File: src/inc/sweep_switch_pkg.sv
// shared constants, enumerations and register map of the horizontal sweep switcher
package sweep_switch_pkg;

  // clock and chop timing
  localparam int CLK_HZ         = 250_000_000;
  localparam int CHOP_FAST_HZ   = 2_000_000;
  localparam int CHOP_SLOW_HZ   = 200_000;
  localparam int CHOP_HALF_FAST = CLK_HZ / (2 * CHOP_FAST_HZ);
  localparam int CHOP_HALF_SLOW = CLK_HZ / (2 * CHOP_SLOW_HZ);
  localparam int CHOP_CNT_W     = 10;
  localparam logic [CHOP_CNT_W-1:0] CHOP_LAST_FAST = CHOP_CNT_W'(CHOP_HALF_FAST - 1);
  localparam logic [CHOP_CNT_W-1:0] CHOP_LAST_SLOW = CHOP_CNT_W'(CHOP_HALF_SLOW - 1);

  // modes
  typedef enum logic [1:0] {
    hmode_first     = 2'h0,
    hmode_second    = 2'h1,
    hmode_alternate = 2'h3,
    hmode_chopped   = 2'h2
  } horizontal_mode_e;

  typedef enum logic [2:0] {
    vmode_left      = 3'h0,
    vmode_right     = 3'h1,
    vmode_alternate = 3'h2,
    vmode_add       = 3'h3,
    vmode_chopped   = 3'h4
  } vertical_mode_e;

  typedef enum logic [1:0] {
    tsrc_follow = 2'h0,
    tsrc_left   = 2'h1,
    tsrc_right  = 2'h2
  } trigger_source_e;

  typedef enum logic [1:0] {
    seq_idle   = 2'h0,
    seq_enter  = 2'h1,
    seq_first  = 2'h3,
    seq_second = 2'h2
  } sequence_state_e;

  // register map (byte addresses)
  localparam int ADDR_W = 4;
  localparam logic [ADDR_W-1:0] REG_CONTROL   = 4'h0;
  localparam logic [ADDR_W-1:0] REG_INTENSITY = 4'h4;
  localparam logic [ADDR_W-1:0] REG_OFFSET    = 4'h8;
  localparam logic [ADDR_W-1:0] REG_STATUS    = 4'hc;

  // field layout
  localparam int CTL_MODE_LSB   = 0;
  localparam int CTL_SLOW_BIT   = 2;
  localparam int CTL_TSRC1_LSB  = 3;
  localparam int CTL_TSRC2_LSB  = 5;
  localparam int INT_W          = 8;
  localparam int INT_SECOND_LSB = 8;
  localparam int OFFSET_W       = 10;
  localparam logic [INT_W-1:0]    INTENSITY_RESET = 8'h80;
  localparam logic [OFFSET_W-1:0] OFFSET_RESET    = 10'h000;
  localparam int ST_SELECT_BIT  = 0;
  localparam int ST_PRES1_BIT   = 1;
  localparam int ST_PRES2_BIT   = 2;
  localparam int ST_BLOCK_BIT   = 3;
  localparam int ST_MODE_LSB    = 4;
  localparam int ST_SEQ_LSB     = 6;
  localparam int ST_CHOP_BIT    = 8;

endpackage

File: src/chop_divider.sv
// divider that makes the equal-phase chop square wave from the system clock
`timescale 1ns/100ps
module chop_divider
  import sweep_switch_pkg::*;
(
  // clock and reset
  input  wire logic mclk_in,
  input  wire logic rst_in,
  // control
  input  wire logic run_in,
  input  wire logic slow_in,
  // chop outputs
  output logic      phase_out,
  output logic      toggle_out
);

  logic [CHOP_CNT_W-1:0] count;
  logic [CHOP_CNT_W-1:0] half_last;
  logic                  wrap;

  assign half_last = slow_in ? CHOP_LAST_SLOW : CHOP_LAST_FAST;
  // >= so that a rate change in mid phase cannot run the counter past the end
  assign wrap      = (count >= half_last);

  always_ff @(posedge mclk_in) begin
    if (rst_in || !run_in) begin
      count <= '0;
    end else if (wrap) begin
      count <= '0;
    end else begin
      count <= count + 1'b1;
    end
  end

  always_ff @(posedge mclk_in) begin
    if (rst_in || !run_in) begin
      phase_out  <= 1'b0;
      toggle_out <= 1'b0;
    end else begin
      toggle_out <= wrap;
      if (wrap) begin
        phase_out <= ~phase_out;
      end
    end
  end

endmodule // chop_divider

File: src/trigger_router.sv
// internal trigger source selection for one time-base unit
`timescale 1ns/100ps
module trigger_router
  import sweep_switch_pkg::*;
#(
  parameter int   TRIG_W       = 12,
  parameter logic PAIRED_RIGHT = 1'b1
)(
  // clock and reset
  input  wire logic                     mclk_in,
  input  wire logic                     rst_in,
  // selection
  input  wire trigger_source_e          source_in,
  input  wire vertical_mode_e           vertical_mode_in,
  input  wire logic                     vertical_right_shown_in,
  input  wire logic                     dual_sweep_in,
  // channel triggers
  input  wire logic signed [TRIG_W-1:0] left_trig_in,
  input  wire logic signed [TRIG_W-1:0] right_trig_in,
  // routed trigger
  output logic signed [TRIG_W:0]        trig_out
);

  function automatic logic signed [TRIG_W:0] widen(input logic signed [TRIG_W-1:0] v);
    widen = {v[TRIG_W-1], v};
  endfunction

  logic signed [TRIG_W:0] sum;
  logic                   follow_right;

  assign sum = widen(left_trig_in) + widen(right_trig_in);
  // independent pairs fix the channel per time base, else follow the display
  assign follow_right = dual_sweep_in ? PAIRED_RIGHT : vertical_right_shown_in;

  always_ff @(posedge mclk_in) begin
    if (rst_in) begin
      trig_out <= '0;
    end else begin
      case (source_in)
        tsrc_left:  trig_out <= widen(left_trig_in);
        tsrc_right: trig_out <= widen(right_trig_in);
        default: begin
          case (vertical_mode_in)
            vmode_left:      trig_out <= widen(left_trig_in);
            vmode_right:     trig_out <= widen(right_trig_in);
            vmode_alternate: trig_out <= follow_right ? widen(right_trig_in)
                                                      : widen(left_trig_in);
            default:         trig_out <= sum;
          endcase
        end
      endcase
    end
  end

endmodule // trigger_router

File: src/horizontal_mode_sweep_switcher.sv
// horizontal mode switcher: picks which time base drives the display
//
// What this block does
// - Single mode shows only the chosen time base; the other is ignored.
// - Alternate mode hands the display to the other unit after each sweep.
// - Alternate mode does not run if either time-base slot is empty.
// - In alternate the next unit is held off until the previous sweep ends.
// - Chopped mode switches between the two units at 2 MHz by default.
// - A rate select picks a chop rate of 200 kHz or 2 MHz.
// - Chopped mode gives both units equal time slots regardless of sweep rates.
// - In chopped mode an untriggered unit loses only its own trace.
// - Each trace gets its own intensity, chosen by the displayed unit.
// - Dual-sweep modes add an offset only while the second trace shows.
// - Each time base has its own trigger source: follow, left or right.
// - Follow selection tracks vertical mode and, in single modes, switches with vertical alternate.
// - Follow selection in sum or chopped vertical mode routes both triggers summed.
// - A chosen channel's trigger is routed even when that channel is not shown.
// - Vertical alternate with dual sweep pairs left with second, right with first.
`timescale 1ns/100ps
module horizontal_mode_sweep_switcher
  import sweep_switch_pkg::*;
#(
  parameter int TRIG_W = 12
)(
  // clock and reset
  input  wire logic                     mclk_in,
  input  wire logic                     rst_in,
  // avalon-mm slave
  input  wire logic [ADDR_W-1:0]        avs_address_in,
  input  wire logic                     avs_read_in,
  input  wire logic                     avs_write_in,
  input  wire logic [31:0]              avs_writedata_in,
  input  wire logic [3:0]               avs_byteenable_in,
  output logic [31:0]                   avs_readdata_out,
  output logic                          avs_waitrequest_out,
  // time-base slots (pins)
  input  wire logic                     first_gate_in,
  input  wire logic                     second_gate_in,
  input  wire logic                     first_present_in,
  input  wire logic                     second_present_in,
  // vertical mode logic (same clock)
  input  wire vertical_mode_e           vertical_mode_in,
  input  wire logic                     vertical_right_shown_in,
  input  wire logic signed [TRIG_W-1:0] left_trig_in,
  input  wire logic signed [TRIG_W-1:0] right_trig_in,
  // sweep arming to the time bases
  output logic                          first_arm_out,
  output logic                          second_arm_out,
  // display steering
  output logic                          display_second_out,
  output logic                          display_blank_out,
  output logic                          pair_right_out,
  output logic [INT_W-1:0]              intensity_out,
  output logic signed [OFFSET_W-1:0]    second_trace_offset_out,
  // routed internal triggers
  output logic signed [TRIG_W:0]        first_trig_out,
  output logic signed [TRIG_W:0]        second_trig_out
);

  generate
    if (TRIG_W < 2) begin : g_bad_width
      $error("trigger width must be at least 2");
    end
  endgenerate

  ////////////////////////////////////////////////////////////////////////////
  // pin synchronisers: three flops, a change counts once flops two and three agree

  localparam int PIN_N = 4;
  logic [PIN_N-1:0] pin_raw;
  logic [PIN_N-1:0] pin_s1;
  logic [PIN_N-1:0] pin_s2;
  logic [PIN_N-1:0] pin_s3;
  logic [PIN_N-1:0] pin_level;

  assign pin_raw = {second_present_in, first_present_in, second_gate_in, first_gate_in};

  genvar gi;
  generate
    for (gi = 0; gi < PIN_N; gi++) begin : g_sync
      always_ff @(posedge mclk_in) begin
        if (rst_in) begin
          pin_s1[gi]    <= 1'b0;
          pin_s2[gi]    <= 1'b0;
          pin_s3[gi]    <= 1'b0;
          pin_level[gi] <= 1'b0;
        end else begin
          pin_s1[gi] <= pin_raw[gi];
          pin_s2[gi] <= pin_s1[gi];
          pin_s3[gi] <= pin_s2[gi];
          if (pin_s2[gi] == pin_s3[gi]) begin
            pin_level[gi] <= pin_s3[gi];
          end
        end
      end
    end
  endgenerate

  logic first_gate;
  logic second_gate;
  logic first_present;
  logic second_present;
  logic both_present;
  logic first_gate_d;
  logic second_gate_d;
  logic first_end;
  logic second_end;
  logic sweeps_idle;

  assign first_gate     = pin_level[0];
  assign second_gate    = pin_level[1];
  assign first_present  = pin_level[2];
  assign second_present = pin_level[3];
  assign both_present   = first_present && second_present;
  assign sweeps_idle    = !first_gate && !second_gate;

  always_ff @(posedge mclk_in) begin
    if (rst_in) begin
      first_gate_d  <= 1'b0;
      second_gate_d <= 1'b0;
    end else begin
      first_gate_d  <= first_gate;
      second_gate_d <= second_gate;
    end
  end

  // end of sweep is the falling gate
  assign first_end  = first_gate_d && !first_gate;
  assign second_end = second_gate_d && !second_gate;

  ////////////////////////////////////////////////////////////////////////////
  // register bus: one wait state on every access

  horizontal_mode_e mode_req;
  logic             chop_slow;
  trigger_source_e  first_src;
  trigger_source_e  second_src;
  logic [INT_W-1:0] first_intensity;
  logic [INT_W-1:0] second_intensity;
  logic [OFFSET_W-1:0] offset_value;
  logic             bus_ack;
  logic             bus_req;
  logic             wr_take;

  assign bus_req             = avs_read_in || avs_write_in;
  assign avs_waitrequest_out = bus_req && !bus_ack;
  assign wr_take             = avs_write_in && bus_ack;

  always_ff @(posedge mclk_in) begin
    if (rst_in) begin
      bus_ack <= 1'b0;
    end else begin
      bus_ack <= bus_req && !bus_ack;
    end
  end

  always_ff @(posedge mclk_in) begin
    if (rst_in) begin
      mode_req   <= hmode_first;
      chop_slow  <= 1'b0;
      first_src  <= tsrc_follow;
      second_src <= tsrc_follow;
    end else if (wr_take && avs_address_in == REG_CONTROL && avs_byteenable_in[0]) begin
      mode_req   <= horizontal_mode_e'(avs_writedata_in[CTL_MODE_LSB +: 2]);
      chop_slow  <= avs_writedata_in[CTL_SLOW_BIT];
      first_src  <= trigger_source_e'(avs_writedata_in[CTL_TSRC1_LSB +: 2]);
      second_src <= trigger_source_e'(avs_writedata_in[CTL_TSRC2_LSB +: 2]);
    end
  end

  always_ff @(posedge mclk_in) begin
    if (rst_in) begin
      first_intensity  <= INTENSITY_RESET;
      second_intensity <= INTENSITY_RESET;
    end else if (wr_take && avs_address_in == REG_INTENSITY) begin
      if (avs_byteenable_in[0]) begin
        first_intensity <= avs_writedata_in[0 +: INT_W];
      end
      if (avs_byteenable_in[1]) begin
        second_intensity <= avs_writedata_in[INT_SECOND_LSB +: INT_W];
      end
    end
  end

  always_ff @(posedge mclk_in) begin
    if (rst_in) begin
      offset_value <= OFFSET_RESET;
    end else if (wr_take && avs_address_in == REG_OFFSET &&
                 avs_byteenable_in[0] && avs_byteenable_in[1]) begin
      offset_value <= avs_writedata_in[0 +: OFFSET_W];
    end
  end

  ////////////////////////////////////////////////////////////////////////////
  // mode taken over only between sweeps, so no trace is cut in half

  horizontal_mode_e active_mode;
  logic             dual_sweep;

  always_ff @(posedge mclk_in) begin
    if (rst_in) begin
      active_mode <= hmode_first;
    end else if (sweeps_idle) begin
      active_mode <= mode_req;
    end
  end

  assign dual_sweep = (active_mode == hmode_alternate) || (active_mode == hmode_chopped);

  ////////////////////////////////////////////////////////////////////////////
  // alternate sequencer

  sequence_state_e seq_state;
  sequence_state_e next_seq_state;

  always_comb begin
    next_seq_state = seq_state;
    if (active_mode != hmode_alternate || !both_present) begin
      next_seq_state = seq_idle;
    end else begin
      case (seq_state)
        seq_idle:   next_seq_state = seq_enter;
        // a sweep left running from the old mode must end before the first arms
        seq_enter:  next_seq_state = sweeps_idle ? seq_first : seq_enter;
        seq_first:  next_seq_state = first_end ? seq_second : seq_first;
        seq_second: next_seq_state = second_end ? seq_first : seq_second;
        default:    next_seq_state = seq_idle;
      endcase
    end
  end

  always_ff @(posedge mclk_in) begin
    if (rst_in) begin
      seq_state <= seq_idle;
    end else begin
      seq_state <= next_seq_state;
    end
  end

  ////////////////////////////////////////////////////////////////////////////
  // chop rate

  logic chop_phase;

  chop_divider u_chop (
    .mclk_in    (mclk_in),
    .rst_in     (rst_in),
    .run_in     (active_mode == hmode_chopped),
    .slow_in    (chop_slow),
    .phase_out  (chop_phase),
    .toggle_out ()
  );

  ////////////////////////////////////////////////////////////////////////////
  // display source, arming and per-trace settings

  logic next_second;
  logic next_blank;
  logic next_first_arm;
  logic next_second_arm;

  always_comb begin
    next_second     = 1'b0;
    next_blank      = 1'b0;
    next_first_arm  = 1'b0;
    next_second_arm = 1'b0;
    case (active_mode)
      hmode_first: begin
        next_first_arm = 1'b1;
      end
      hmode_second: begin
        next_second     = 1'b1;
        next_second_arm = 1'b1;
      end
      hmode_alternate: begin
        // an unswept unit stalls both; free-running time bases avoid this
        next_second     = (seq_state == seq_second);
        next_blank      = (seq_state == seq_idle) || (seq_state == seq_enter);
        next_first_arm  = (seq_state == seq_first);
        next_second_arm = (seq_state == seq_second);
      end
      hmode_chopped: begin
        next_second     = chop_phase;
        next_first_arm  = 1'b1;
        next_second_arm = 1'b1;
      end
      default: begin
        next_blank = 1'b1;
      end
    endcase
  end

  always_ff @(posedge mclk_in) begin
    if (rst_in) begin
      display_second_out <= 1'b0;
      display_blank_out  <= 1'b1;
      first_arm_out      <= 1'b0;
      second_arm_out     <= 1'b0;
    end else begin
      display_second_out <= next_second;
      display_blank_out  <= next_blank;
      first_arm_out      <= next_first_arm;
      second_arm_out     <= next_second_arm;
    end
  end

  always_ff @(posedge mclk_in) begin
    if (rst_in) begin
      intensity_out           <= INTENSITY_RESET;
      second_trace_offset_out <= OFFSET_RESET;
      pair_right_out          <= 1'b1;
    end else begin
      intensity_out <= next_second ? second_intensity : first_intensity;
      second_trace_offset_out <= (dual_sweep && next_second) ? offset_value
                                                             : OFFSET_RESET;
      pair_right_out <= !next_second;
    end
  end

  ////////////////////////////////////////////////////////////////////////////
  // trigger routing; the first time base pairs with the right channel

  trigger_router #(
    .TRIG_W       (TRIG_W),
    .PAIRED_RIGHT (1'b1)
  ) u_first_trig (
    .mclk_in                 (mclk_in),
    .rst_in                  (rst_in),
    .source_in               (first_src),
    .vertical_mode_in        (vertical_mode_in),
    .vertical_right_shown_in (vertical_right_shown_in),
    .dual_sweep_in           (dual_sweep),
    .left_trig_in            (left_trig_in),
    .right_trig_in           (right_trig_in),
    .trig_out                (first_trig_out)
  );

  trigger_router #(
    .TRIG_W       (TRIG_W),
    .PAIRED_RIGHT (1'b0)
  ) u_second_trig (
    .mclk_in                 (mclk_in),
    .rst_in                  (rst_in),
    .source_in               (second_src),
    .vertical_mode_in        (vertical_mode_in),
    .vertical_right_shown_in (vertical_right_shown_in),
    .dual_sweep_in           (dual_sweep),
    .left_trig_in            (left_trig_in),
    .right_trig_in           (right_trig_in),
    .trig_out                (second_trig_out)
  );

  ////////////////////////////////////////////////////////////////////////////
  // read path

  logic [31:0] status_word;

  always_comb begin
    status_word                          = 32'h0000_0000;
    status_word[ST_SELECT_BIT]           = display_second_out;
    status_word[ST_PRES1_BIT]            = first_present;
    status_word[ST_PRES2_BIT]            = second_present;
    status_word[ST_BLOCK_BIT]            = (active_mode == hmode_alternate) && !both_present;
    status_word[ST_MODE_LSB +: 2]        = active_mode;
    status_word[ST_SEQ_LSB +: 2]         = seq_state;
    status_word[ST_CHOP_BIT]             = chop_phase;
  end

  always_ff @(posedge mclk_in) begin
    if (rst_in) begin
      avs_readdata_out <= 32'h0000_0000;
    end else if (avs_read_in && !bus_ack) begin
      case (avs_address_in)
        REG_CONTROL: begin
          avs_readdata_out <= 32'h0000_0000;
          avs_readdata_out[CTL_MODE_LSB +: 2]  <= mode_req;
          avs_readdata_out[CTL_SLOW_BIT]       <= chop_slow;
          avs_readdata_out[CTL_TSRC1_LSB +: 2] <= first_src;
          avs_readdata_out[CTL_TSRC2_LSB +: 2] <= second_src;
        end
        REG_INTENSITY: begin
          avs_readdata_out <= {16'h0000, second_intensity, first_intensity};
        end
        REG_OFFSET: begin
          avs_readdata_out <= {22'h000000, offset_value};
        end
        REG_STATUS: begin
          avs_readdata_out <= status_word;
        end
        default: begin
          avs_readdata_out <= 32'h0000_0000;
        end
      endcase
    end
  end

endmodule // horizontal_mode_sweep_switcher

File: config.mk
export PLATFORM = sky130hd
export DESIGN_NAME = horizontal_mode_sweep_switcher
export DESIGN_NICKNAME = d
export VERILOG_FILES = /design/src/inc/sweep_switch_pkg.sv /design/src/chop_divider.sv /design/src/trigger_router.sv /design/src/horizontal_mode_sweep_switcher.sv
export SDC_FILE = /design/constraint.sdc
export NUM_CORES = 1
export LEC_CHECK = 0
export ABC_CLOCK_PERIOD_IN_PS = 5000
export BUFFER_PORTS_ARGS = -buffer_cell sky130_fd_sc_hd__buf_4
export CAP_MARGIN = 20
export CORE_UTILIZATION = 45
export CTS_BUF_LIST = sky130_fd_sc_hd__clkbuf_8 sky130_fd_sc_hd__clkbuf_16
export DETAILED_ROUTE_END_ITERATION = 8
export PLACE_DENSITY = 0.73
export SYNTH_ARGS = -nofsm -noshare
export SYNTH_HDL_FRONTEND = slang
export SYNTH_SLANG_ARGS = --single-unit
File: constraint.sdc
create_clock -name mclk_in -period 5 [get_ports mclk_in]
set_clock_uncertainty 0.05 [all_clocks]
set_input_delay 0.5 -clock mclk_in [delete_from_list [all_inputs] [get_ports mclk_in]]
set_output_delay 0.5 -clock mclk_in [all_outputs]
set_load 0.005 [all_outputs]
## After elaboration in Yosys (flattened, before gate mapping)

Index checks and enable logic that the tools add are counted.

| operators by class | value |
|---|---|
| add/subtract/negate cells | 2 |
| $lt $le $gt $ge | 1 |
| equal/unequal tests | 20 |
| muxes and demuxes | 19 |
| bitwise operators | 2 |
| reduce and logical (&&, ||, !) cells | 37 |

Operators with widths:

| kind | number |
|---|---|
| 13-bit case mux with 3 select lines | 2 |
| 16-bit case mux with 4 select lines | 1 |
| 13-bit case mux with 2 select lines | 2 |
| 13-bit two-way mux | 2 |
| 1-bit logical AND | 15 |
| 12-bit by 12-bit adder with 13-bit output | 1 |
| 2-bit equality test, second input constant | 6 |
| 10-bit by 1-bit adder with 10-bit output, second input constant | 1 |
| 10-bit greater-or-equal comparator | 1 |
| 10-bit two-way mux | 1 |
| 2-bit OR reduction | 5 |
| 2-bit by 1-bit equality test with 1-bit output, second input constant | 4 |
| 4-bit equality test, second input constant | 2 |
| 8-bit two-way mux | 1 |
| 2-bit case mux with 4 select lines | 1 |
| 1-bit logical NOT | 6 |
| 1-bit logical OR | 5 |
| 1-bit two-way mux | 5 |
| 1-bit equality test | 4 |
| 4-bit by 3-bit equality test with 1-bit output, second input constant | 1 |
| 2-bit logical NOT | 2 |
| 4-bit logical NOT | 1 |
| 1-bit case mux with 2 select lines | 2 |
| 2-bit AND reduction | 2 |
| 7 further kinds | 8 |

| word-level totals | value |
|---|---|
| register bits after elaboration | 148 |
| input bits | 76 |
| output and inout port bits | 82 |
| logic and storage cells | 121 |

## Depth between registers and ports, before layout

Gate-level depths: netlist of run 1.

| depth | value |
|---|---|
| depth after elaboration | 6 |
| gate-level depth with buffers | 9 |
| gate-level depth less buffers | 7 |

## Cells and area by module

From an unflattened synthesis of run 1, not the netlist that was laid out.

| second synthesis, totals | value |
|---|---|
| cell total of the unflattened synthesis | 803 |
| area total of the unflattened synthesis | 7433.4 sq um |

Modules (own cells, without submodules):

| module | instances | cells each | area each (sq um) | sequential area each (sq um) |
|---|---|---|---|---|
| horizontal_mode_sweep_switcher | 1 | 394 | 4067.7 | 1901.8 |
| trigger_router (u_first_trig) | 1 | 176 | 1383.8 | 260.2 |
| trigger_router (u_second_trig) | 1 | 160 | 1352.5 | 260.2 |
| chop_divider | 1 | 73 | 629.4 | 240.2 |

## Worst setup path before layout of run 1

Ideal clock, no wire load.

| path | value |
|---|---|
| path type | input to register |
| start point | input port left_trig_in[0] |
| end point | register u_first_trig.trig_out[8] |
| library setup time | 0.091 ns |
| arrival time | 2.176 ns |
| required time | 4.859 ns |
| setup slack | 2.683 ns |
| stages | 7 |
| buffers on the path | 0 |
| path through | ha_1 fa_1 a21o_1 a221oi_2 and4_1 nor3_1 a311oi_1 |

| between the ends | value |
|---|---|
| cells in the longest elaborated chain, start to end | 3 |

RTL lines:

| item | RTL line | source |
|---|---|---|
| start: declaration | horizontal_mode_sweep_switcher.sv:44 | `input wire logic signed [TRIG_W-1:0] left_trig_in,` |
| 12-bit by 12-bit adder with 13-bit output | trigger_router.sv:31 | `assign sum = widen(left_trig_in) + widen(right_trig_in);` |
| 13-bit case mux with 3 select lines | trigger_router.sv:43 | `case (vertical_mode_in)` |
| 13-bit case mux with 2 select lines | trigger_router.sv:39 | `case (source_in)` |
| end signal: assignment | trigger_router.sv:40 | `tsrc_left: trig_out <= widen(left_trig_in);` |
| end signal: assignment | trigger_router.sv:41 | `tsrc_right: trig_out <= widen(right_trig_in);` |
| end signal: assignment | trigger_router.sv:44 | `vmode_left: trig_out <= widen(left_trig_in);` |
| end: declaration | trigger_router.sv:21 | `output logic signed [TRIG_W:0] trig_out` |

Every way passes these cells.
A chain may end at the register's enable or synchronous reset.

## Worst setup path after layout of run 1

| path | value |
|---|---|
| start point | register active_mode[1] |
| end point | register second_trace_offset_out[5] |

| between the ends | value |
|---|---|
| cells in the longest elaborated chain, start to end | 5 |
| elaborated cells on any way between the ends | 8 |
| those cells by class | eq/ne: 3; mux: 1; bitwise: 1; reduce/logical: 3 |

RTL lines:

| item | RTL line | source |
|---|---|---|
| start: declaration | horizontal_mode_sweep_switcher.sv:197 | `horizontal_mode_e active_mode;` |
| start signal: assignment | horizontal_mode_sweep_switcher.sv:202 | `active_mode <= hmode_first;` |
| start signal: assignment | horizontal_mode_sweep_switcher.sv:204 | `active_mode <= mode_req;` |
| 2-bit equality test / 2-bit by 1-bit equality test with 1-bit output (equally long branches) | horizontal_mode_sweep_switcher.sv:208, horizontal_mode_sweep_switcher.sv:267 |  |
| 1-bit case mux with 3 select lines / 1-bit logical OR (equally long branches) | horizontal_mode_sweep_switcher.sv:267, horizontal_mode_sweep_switcher.sv:208 |  |
| 1-bit logical AND * | horizontal_mode_sweep_switcher.sv:314 | `second_trace_offset_out <= (dual_sweep && next_second) ? offset_value` |
| 1-bit inverter (no line) * | - |  |
| 2-bit OR reduction (no line) * | - |  |
| end signal: assignment | horizontal_mode_sweep_switcher.sv:314 |  |
| end: declaration | horizontal_mode_sweep_switcher.sv:54 | `output logic signed [OFFSET_W-1:0] second_trace_offset_out,` |

Every way passes the cells marked *; elsewhere a longest branch is shown, timed or not.

==> reports/results.txt, run 1 <==
Ys Warns = 0
Post-Syn Instances = 707
CP Launch Type = flip-flop
TritonCTS clock tree = yes
Worst Max-Slew Pin Slew = 1.07 ns
Final ANT Viol Nets = 0
H-tree lvl count = 4
Initial core utilization = 0.462
Power share of the combinational group = 0.118
P_sw = 724 µW
Core Area = 14,500 µm²
Number of CTS-inserted buffers = 17
CP max FO = 10
Slew Limit Fails = 0
RSZ-0062 raised after global routing = false
Final antenna diode count = 0
Cell row count = 44
Arrival @ worst endpoint = 3.15 ns
CTS Hold Buffers Added = 0
Reg2reg start = active_mode[1]
Status = completed
Max Root-Sink Buffers = 2
Cell area after synthesis = 6710 µm²
Power, Total = 2.67 mW
Register area share after synthesis = 0.394
Placed Instance Area = 7630 µm²
Yosys top cell area share = 0.394
Hold_sp = first_present_in
Crit end category = flip-flop
Layout cell share with drive strength beyond 1 = 0.225
Routed via count = 5,687
Most common cell after layout, fill and taps aside = dfxtp_1
Commonest cells after routing, fill and taps aside = dfxtp_1 (132), buf_4 (126), nor2_1 (80)
Die area = 15,400 µm²
Fin crit period = 2.83 ns
DR pass1 iterations = 6
Top cells by area, synth = dfxtp_1 (39%), mux2i_1 (7.6%), ha_1 (4.8%)
First-pass GRT wire length = 26.7 mm
Vias in the first global route = 5,190
Library cells used by synthesis = 74
Wire length per cell = 16.8 µm
P_int = 1.95 mW
Worst EP required = 5.32 ns
Clk pin slew, worst setup/hold paths = 0.07 ns
Async SR Flop Fraction = 0
NumNets Final = 912
Hold crit path type = in -> reg
FF-to-FF End = second_trace_offset_out[5]
Area Overhead vs Synth = 22.8%
Sw Ratio = 0.271
Final TNS setup = 0 ns
Main flop type after synthesis = dfxtp_1
Root Driver = clkbuf_16
Initial antenna violation count = 0
Final Wtd Congestion = 0.875
Sequential share of power = 0.410
Final setup fails = 0
Chip width = 124 µm
Reg2reg path depth = 6
Worst setup path category = reg -> reg
Initial drt markers = 491
DIE HEIGHT = 124 µm
Resize count post-CTS = 0
Post-synth top area cell = dfxtp_1
Post-synth EDFFs = 0
Peak Freq = 354 MHz
Hold slack = 0.229 ns
Clock Power Share = 0.472
Hpwl dp = 11.7 mm
CTS sink cnt = 132
# Post-CTS Setup Buffers = 0
Hold depth = 2
GRT overflow = 0
#FFs+latches synth = 132
Clock latency on the worst-skew pair = 0.43 ns
DRC errors left = 0
All-Layer GR Usage = 0.227
Hold Fails Final Rpt = 0
Maximum vdd drop = 0.298 mV
PD cells = 324 nW/µm²
WL final = 16.9 mm
Pleak = 3.31 nW
Largest net degree at the start of global routing = 78
Final Cell Area = 8240 µm²
Syn_area_per_cell = 9.49 µm²
WHS Endpoint = pin_s1[2]
Vias per inst = 5.65
Crit share post-route = 0.566
Max-cap violations = 0
Reg2reg setup slack = 2.17 ns
Io pins = 158
Port buffer count = 123
Rel. slew slack = 0.283
-- worst max-delay path, stage by stage (launching register included) --
cell and delay (ns):
dfxtp_1 0.46, ha_1 0.44, nand3b_1 0.16, a31oi_1 0.21, nor2b_1 0.77, o21a_1 0.48
and2_1 0.20
-- flip-flops by register name (all words and copies together), names as in the netlist, 2 cells and up --
signal	cells
first_intensity	8
intensity_out	8
second_src	2
u_chop.count	10
pin_s2	4
pin_s3	4
u_first_trig.trig_out	13
second_intensity	8
offset_value	10
pin_s1	4
avs_readdata_out	16
second_trace_offset_out	10
mode_req	2
seq_state	2
first_src	2
active_mode	2
u_second_trig.trig_out	13
-- cell families after synthesis --
logic type | Yosys count | synth area share
AOI/OAI and AO/OA | 159 | 0.179
xor gates and xnor gates | 12 | 0.0157
adders and majority gates | 27 | 0.0515
buffers and inverters | 76 | 0.0561
DFF | 132 | 0.394
muxes | 77 | 0.132
other | 1 | 0.000559
and+or+nand+nor | 223 | 0.171
-- power groups by stage --
| stage | Sequential, mW | Combinational (mW) | Clock [mW] |
|---|---|---|---|
| 6_report | 1.10 | 0.315 | 1.26 |
| 5_1_grt | 1.10 | 0.347 | 1.33 |
| 4_1_cts | 1.10 | 0.314 | 1.28 |
| 3_5_place_dp | 1.12 | 0.312 | 0 |
| 3_3_place_gp | 1.12 | 0.309 | 0 |
| 2_1_floorplan | 1.12 | 0.190 | 0 |
-- cells in the mapped netlist (all sizes together), types with 3 or more instances --
cell and count:
nand3 18, nand2 44, dfxtp 132, a311oi 17, a31oi 4, nand3b 4
o31ai 4, nor4 7, nor2b 19, or2 3, mux2i 51, ha 26
a221oi 25, and2 12, a21boi 3, nor2 82, a22o 9, nand2b 7
a2111oi 3, xnor2 7, clkbuf 22, mux2 19, nor3 6, xor2 5
a211oi 5, buf 36, o21a 4, a21oi 33, o21ai 15, mux4 7
a21o 8, nand4 3, a22oi 14, nor3b 6, inv 18
-- final cells by class --
cell class	count	area [µm²]
multi-input cells	514	3740
clock buffers	17	425
well taps	184	230
inverters	18	67.6
repair buffers	126	946
clock inverters	15	179
fillers	1332	6300
flip-flops and latches	132	2640
-- layer usage --
layer | part of all wire | GRT usage | up-vias
li1 | - | - | 2766
met1 | 0.47 | 0.304 | 2697
met2 | 0.46 | 0.349 | 191
met3 | 0.052 | 0.0476 | 33
met4 | 0.023 | 0.103 | 0
met5 | 0 | 0 | -
-- worst max path at each step --
stage / start / to / slack [ns] / depth (start not counted)
2_1_floorplan: left_trig_in[0] / u_first_trig.trig_out[8] / 2.68 / 7
5_1_grt: active_mode[1] / second_trace_offset_out[5] / 2.02 / 6
6_report: active_mode[1] / second_trace_offset_out[5] / 2.17 / 6
4_1_cts: active_mode[1] / second_trace_offset_out[5] / 2.22 / 6
3_5_place_dp: avs_address_in[2] / first_intensity[2] / 2.21 / 6
3_3_place_gp: avs_address_in[2] / first_intensity[7] / 2.20 / 6
-- through the flow --
step | utilization | setup slack [ns] | instances
final | 0.567 | 2.17 | 1006
after global routing | 0.567 | 2.02 | 1006
after CTS | 0.567 | 2.22 | 1006
after detailed placement | 0.525 | 2.21 | 974
after global placement | 0.525 | 2.20 | 974
after floorplan | - | 2.68 | 722
No activity file was read; power rests on OpenSTA's default activity.
==> inputs of run 2 (changes only) <==
- ABC_AREA: unset -> 1
- ABC_CLOCK_PERIOD_IN_PS: 5000 -> 2500
- PLACE_DENSITY: 0.73 -> 0.76
- clock period: 5 -> 2.5 ns (I/O delays scaled with it)
==> reports/results.txt, run 2 <==
Area Overhead vs Synth = 25.8%
Port buffer count = 123 (unchanged)
Max FFs per register = 16 (unchanged)
Hold crit path type = in -> reg
Setup WS pre-CTS = 0.316 ns (-1.89 ns)
Status = completed
DR pass1 iterations = 7 (+1)
NumNets Final = 1,107 (+21%)
Sequential share of power = 0.409 (about the same)
Post-synth top area cell = dfxtp_1
Cell row count = 43 (-2.3%)
First-pass GRT wire length = 27.8 mm (+4.1%)
CP max FO = 19 (+9)
Placed Cells = 1,160 (+19%)
Yosys top cell area share = 0.408 (+0.0138)
Final TNS setup = 0 ns (unchanged)
Wire length per cell = 14.5 µm (-13%)
Pleak = 3.65 nW (+10%)
Most common cell after layout, fill and taps aside = buf_4
CTS sink cnt = 132 (unchanged)
Resize count post-CTS = 0 (unchanged)
Register area share after synthesis = 0.408 (+0.0138)
Async SR Flop Fraction = 0 (unchanged)
Setup ws final = 0.285 ns (-1.89 ns)
Hold slack = 0.0103 ns (-0.219 ns)
Max Root-Sink Buffers = 2 (unchanged)
Clk pin slew, worst setup/hold paths = 0.06 ns (about the same)
Sw Ratio = 0.252 (-0.0193)
Final Wtd Congestion = 0.956 (+9.3%)
Final antenna diode count = 0 (unchanged)
Largest regs = avs_readdata_out x16, u_first_trig.trig_out x13, u_second_trig.trig_out x13
Top cells by area, synth = dfxtp_1 (41%), nand2_1 (7.6%), a21oi_1 (7.3%)
Maximum vdd drop = 0.568 mV (+90%)
Core Area = 14,000 µm² (-3.8%)
Number of CTS-inserted buffers = 17 (unchanged)
Vias in the first global route = 5,780 (+11%)
Chip width = 122 µm (-1.7%)
Most frequent CP cell = inv_1
#FFs+latches synth = 132 (unchanged)
Worst setup path category = reg -> reg
Initial antenna violation count = 0 (unchanged)
Die area = 14,900 µm² (-3.3%)
Hpwl dp = 12.5 mm (+6.9%)
Root Driver = clkbuf_16
Clock Power Share = 0.472 (about the same)
Io pins = 158 (unchanged)
Commonest cells after routing, fill and taps aside = buf_4 (134), nand2_1 (132), dfxtp_1 (132)
Final cell count without fillers = 1,196 (+19%)
Peak Freq = 451 MHz (+28%)
Slew Limit Fails = 0 (unchanged)
Main flop type after synthesis = dfxtp_1
Ys Warns = 0 (unchanged)
RSZ-0062 raised after global routing = false
Layout cell share with drive strength beyond 1 = 0.180 (-0.0449)
All-Layer GR Usage = 0.241 (+0.0142)
Initial core utilization = 0.463 (+0.00181)
Final ANT Viol Nets = 0 (unchanged)
Crit-path cells = inv_1 > ha_1 > nor2_2 > nand2_2 > inv_1 > nand2_1 > a211oi_1 > a21oi_1
Slowest stage cell on the critical path = dfxtp_1
Fin crit period = 2.21 ns (-0.613 ns)
Worst EP required = 2.76 ns (-2.56 ns)
Crit-path max cell delay = 0.40 ns (-0.37 ns)
Arrival @ worst endpoint = 2.47 ns (-0.68 ns)
Clock latency on the worst-skew pair = 0.42 ns (about the same)
Power share of the combinational group = 0.118 (about the same)
GRT overflow = 0 (unchanged)
Largest register by flop count = avs_readdata_out
Cell area after synthesis = 6480 µm² (-3.4%)
P_int = 4.03 mW (+110%)
Library cells used by synthesis = 45 (-39%)
Synth cell count leaders = dfxtp_1 (132), nand2_1 (132), inv_1 (120)
Crit end category = flip-flop
P_sw = 1.35 mW (+87%)
Crit share post-route = 0.886 (+0.320)
WL final = 17.4 mm (+3.1%)
PD cells = 660 nW/µm² (+100%)
Initial drt markers = 588 (+20%)
CP delay by family, top = simple AND/OR/NAND/NOR gates
CTS Hold Buffers Added = 5 (+5)
DRC errors left = 0 (unchanged)
Hold Fails Final Rpt = 0 (unchanged)
H-tree lvl count = 4 (unchanged)
Max-cap violations = 0 (unchanged)
# Post-CTS Setup Buffers = 0 (unchanged)
Worst Path Buf+Inv = 2 (+2)
Vias per inst = 5.38 (-4.8%)
Rel. slew slack = 0.626 (+0.343)
Post-synth EDFFs = 0 (unchanged)
Final setup fails = 0 (unchanged)
Worst Max-Slew Pin Slew = 0.561 ns (-0.512 ns)
TritonCTS clock tree = yes
Post-Syn Instances = 878 (+24%)
DIE HEIGHT = 122 µm (-1.7%)
Routed via count = 6,434 (+13%)
Syn_area_per_cell = 7.38 µm² (-22%)
CP Launch Type = flip-flop
Largest net degree at the start of global routing = 34 (-56%)
-- run 2: cell types whose count changed after synthesis, moves of 39 or more --
cell	delta
o22ai_1	+39
nand2_1	+88
mux2i_1	-51
o21ai_0	+59
inv_1	+103
a21oi_1	+62
-- run 2: stage by stage --
step	cell area [µm²]	power, mW	util
final	8160	5.38	0.583
after global routing	8160	5.58	0.583
after CTS	8160	5.41	0.583
after detailed placement	7500	2.87	0.536
after global placement	7500	2.86	0.536
after floorplan	6540	2.61	-
-- run 2: kinds of logic (layout without fill, tap and decap cells) --
family                   count (synthesis)  count (layout)  synth area share
XOR/XNOR                                 9               9            0.0122
other                                    1              16          0.000579
flip-flops                             132             132             0.408
buffers and inverters                  170             293             0.112
adder cells (fa/ha/maj)                 27              27            0.0533
AND/OR/NAND/NOR                        281             281             0.186
AO/OA/AOI/OAI                          258             258             0.228
-- run 2: worst paths after layout --
path / depth (start not counted) / endpoint / slack, ns / startpoint
setup / recovery: 8 / u_second_trig.trig_out[10] / 0.29 / active_mode[0]
hold / removal: 3 / first_intensity[7] / 0.01 / avs_writedata_in[7]
setup reg to reg: 8 / u_second_trig.trig_out[10] / 0.29 / active_mode[0]
hold reg to reg: 2 / pin_s2[2] / 0.35 / pin_s1[2]
-- run 2: cell type report --
cell class,instances,area (µm²)
clock buffers,17,425
clock inverters,14,178
fillers,1313,5830
inverters,123,462
multi-input cells,591,3170
flip-flops and latches,132,2640
well taps,180,225
repair buffers,139,1060
-- run 2: power by group through the flow --
stage	Clock, mW	Sequential, mW	Combinational, mW
final	2.54	2.20	0.636
after global routing	2.67	2.21	0.704
after CTS	2.58	2.20	0.629
after detailed placement	0	2.25	0.620
after global placement	0	2.25	0.614
after floorplan	0	2.25	0.360
-- run 2: worst register-to-register path, delay by kind of cell (launching register included) --
family / cells / cell delay [ns]
AND/OR/NAND/NOR: 3 / 0.57
buffers and inverters: 2 / 0.45
flip-flops: 1 / 0.40
AO/OA/AOI/OAI: 2 / 0.36
adder cells (fa/ha/maj): 1 / 0.28
-- run 2: layer usage --
layer,track usage,share of wire,wire [µm],vias to the layer above
met5,0,0,0,-
met1,0.305,0.43,7520,2883
met3,0.0538,0.087,1510,50
met2,0.387,0.45,7830,343
met4,0.117,0.031,537,0
li1,-,-,-,3158
==> inputs of run 3 (changes only) <==
--- a/config.mk
+++ b/config.mk
@@ -8,9 +8,10 @@
 export ABC_AREA = 1
 export ABC_CLOCK_PERIOD_IN_PS = 2500
-export BUFFER_PORTS_ARGS = -buffer_cell sky130_fd_sc_hd__buf_4
+export BUFFER_PORTS_ARGS = -buffer_cell sky130_fd_sc_hd__buf_2
 export CAP_MARGIN = 20
 export CORE_UTILIZATION = 45
 export CTS_BUF_LIST = sky130_fd_sc_hd__clkbuf_8 sky130_fd_sc_hd__clkbuf_16
 export DETAILED_ROUTE_END_ITERATION = 8
+export GPL_TIMING_DRIVEN = 0
 export PLACE_DENSITY = 0.76
 export SYNTH_ARGS = -nofsm -noshare
--- a/constraint.sdc
+++ b/constraint.sdc
@@ -3,3 +3,3 @@
 set_input_delay 0.25 -clock mclk_in [delete_from_list [all_inputs] [get_ports mclk_in]]
 set_output_delay 0.25 -clock mclk_in [all_outputs]
-set_load 0.005 [all_outputs]
+set_load 0.1 [all_outputs]
==> reports/results.txt, run 3 (same netlist as run 2, synthesis figures left out) <==
Status = completed
Initial drt markers = 540 (-8.2%)
Max Root-Sink Buffers = 2 (unchanged)
Rel. slew slack = 0.570 (-0.0561)
Core Area = 14,000 µm² (unchanged)
DIE HEIGHT = 122 µm (unchanged)
Die area = 14,900 µm² (unchanged)
Worst EP required = 2.75 ns (about the same)
Final ANT Viol Nets = 0 (unchanged)
DR pass1 iterations = 6 (-1)
Max FFs per register = 16 (unchanged)
Largest register by flop count = avs_readdata_out
Initial antenna violation count = 0 (unchanged)
Port buffer count = 122 (-0.81%)
PD cells = 740 nW/µm² (+12%)
Final Wtd Congestion = 0.992 (+3.7%)
Vias per inst = 5.35 (-0.50%)
Hold crit path type = in -> reg
Final cell count without fillers = 1,231 (+2.9%)
CTS sink cnt = 132 (unchanged)
Largest regs = avs_readdata_out x16, u_first_trig.trig_out x13, u_second_trig.trig_out x13
Most common cell after layout, fill and taps aside = buf_2
Final TNS setup = 0 ns (unchanged)
Largest net degree at the start of global routing = 17 (-50%)
Hpwl dp = 13.8 mm (+11%)
Clock latency on the worst-skew pair = 0.43 ns (about the same)
WHS Endpoint = second_intensity[7]
Power, Total = 5.94 mW (+10%)
Hold depth = 3 (unchanged)
CP max FO = 10 (-9)
Routed via count = 6,589 (+2.4%)
Area Overhead vs Synth = 23.9%
FF-to-FF End = u_second_trig.trig_out[6]
Reg2reg setup slack = 0.39 ns (+0.10 ns)
WL final = 18.8 mm (+8.0%)
Worst setup path category = reg -> reg
Slew Limit Fails = 0 (unchanged)
Final antenna diode count = 0 (unchanged)
Pleak = 3.71 nW (+1.6%)
Reg2reg start = active_mode[0]
Placed Cells = 1,195 (+3.0%)
CP Launch Type = flip-flop
Wire length per cell = 15.3 µm (+5.0%)
Initial core utilization = 0.463 (unchanged)
Hold_sp = avs_writedata_in[15]
Max-cap violations = 0 (unchanged)
Maximum vdd drop = 0.569 mV (+0.29%)
Clk pin slew, worst setup/hold paths = 0.06 ns (about the same)
Root Driver = clkbuf_16
RSZ-0062 raised after global routing = false
All-Layer GR Usage = 0.259 (+0.0174)
Worst Max-Slew Pin Slew = 0.646 ns (+0.0847 ns)
Chip width = 122 µm (unchanged)
Reg2reg path depth = 8 (unchanged)
NumNets Final = 1,141 (+3.1%)
Io pins = 158 (unchanged)
Fin crit period = 2.11 ns (-0.105 ns)
GRT overflow = 0 (unchanged)
Resize count post-CTS = 0 (unchanged)
First-pass GRT wire length = 29.2 mm (+4.9%)
Arrival @ worst endpoint = 2.36 ns (-0.11 ns)
TritonCTS clock tree = yes
Vias in the first global route = 5,988 (+3.6%)
Number of CTS-inserted buffers = 17 (unchanged)
Cell row count = 43 (unchanged)
Commonest cells after routing, fill and taps aside = buf_2 (133), nand2_1 (132), dfxtp_1 (132)
Final setup fails = 0 (unchanged)
Peak Freq = 474 MHz (+5.0%)
DRC errors left = 0 (unchanged)
Crit share post-route = 0.844 (-0.0419)
H-tree lvl count = 4 (unchanged)
Crit end category = flip-flop
Hold Fails Final Rpt = 0 (unchanged)
Layout cell share with drive strength beyond 1 = 0.191 (+0.0111)
==> run 3: cell count changes in the layout (fill, tap and decap cells not counted), sizes merged <==
cell / before / now
inv: 125 / 128
clkinvlp: 4 / 2
dlygate4sd3: 5 / 4
buf: 134 / 154
clkbuf: 17 / 33
clkinv: 5 / 4
==> run 3: how the worst max path moves through the flow <==
| stage | startpoint | end | cells after the start |
|---|---|---|---|
| after detailed placement | left_trig_in[0] | u_second_trig.trig_out[8] | 9 |
| after floorplan | bus_ack | avs_waitrequest_out | 1 |
| after CTS | active_mode[0] | u_second_trig.trig_out[6] | 8 |
| after global placement | left_trig_in[0] | u_second_trig.trig_out[8] | 9 |
| after global routing | active_mode[0] | u_second_trig.trig_out[9] | 8 |
| final | active_mode[0] | u_second_trig.trig_out[6] | 8 |
==> run 3: final cells by class <==
cell class                      instances  area, µm²
Multi-Input combinational cell        591       3170
Clock buffer                           18        439
Timing Repair Buffer                  126        651
Tap cell                              180        225
Sequential cell                       132       2640
Buffer                                 47        267
Inverter                              123        462
Fill cell                            1362       5960
Clock inverter                         14        176
==> run 3: power breakdown <==
part           internal (mW)  total [mW]  switching (mW)
Clock                   1.61        2.59           0.980
Sequential              2.18        2.20          0.0274
Combinational          0.240        1.15           0.912
Total                   4.02        5.94            1.92
==> run 3: critical path: stages, from the launching register on <==
cell	delay, ns
dfxtp_1	0.40
inv_1	0.12
ha_1	0.28
nor2_2	0.17
nand2_2	0.19
inv_1	0.29
nand2_1	0.10
a211oi_1	0.26
a21oi_1	0.11
==> run 3: stage by stage <==
| step | utilization | cell area, µm² | worst slack, ns | hold slack (ns) |
|---|---|---|---|---|
| 2_1_floorplan | - | 6540 | 0.567 | 0.307 |
| 3_3_place_gp | 0.527 | 7370 | 0.359 | 0.344 |
| 3_5_place_dp | 0.527 | 7370 | 0.385 | 0.343 |
| 4_1_cts | 0.574 | 8030 | 0.432 | 0.00602 |
| 5_1_grt | 0.574 | 8030 | 0.299 | 0.0127 |
| 6_report | 0.574 | 8030 | 0.390 | 0.0111 |
==> run 3: repair_timing <==
| action | 4_1_cts | 5_1_grt |
|---|---|---|
| hold buffers | 4 | 0 |
| setup buffers | 0 | 0 |
| hold endpoints to repair | 4 | 0 |
==> run 3: layer usage <==
metal / up-vias / wire [µm] / track usage
li1: 3233 / - / -
met1: 2938 / 7910 / 0.324
met2: 357 / 8290 / 0.400
met3: 61 / 1840 / 0.0768
met4: 0 / 756 / 0.132
met5: - / 0 / 0
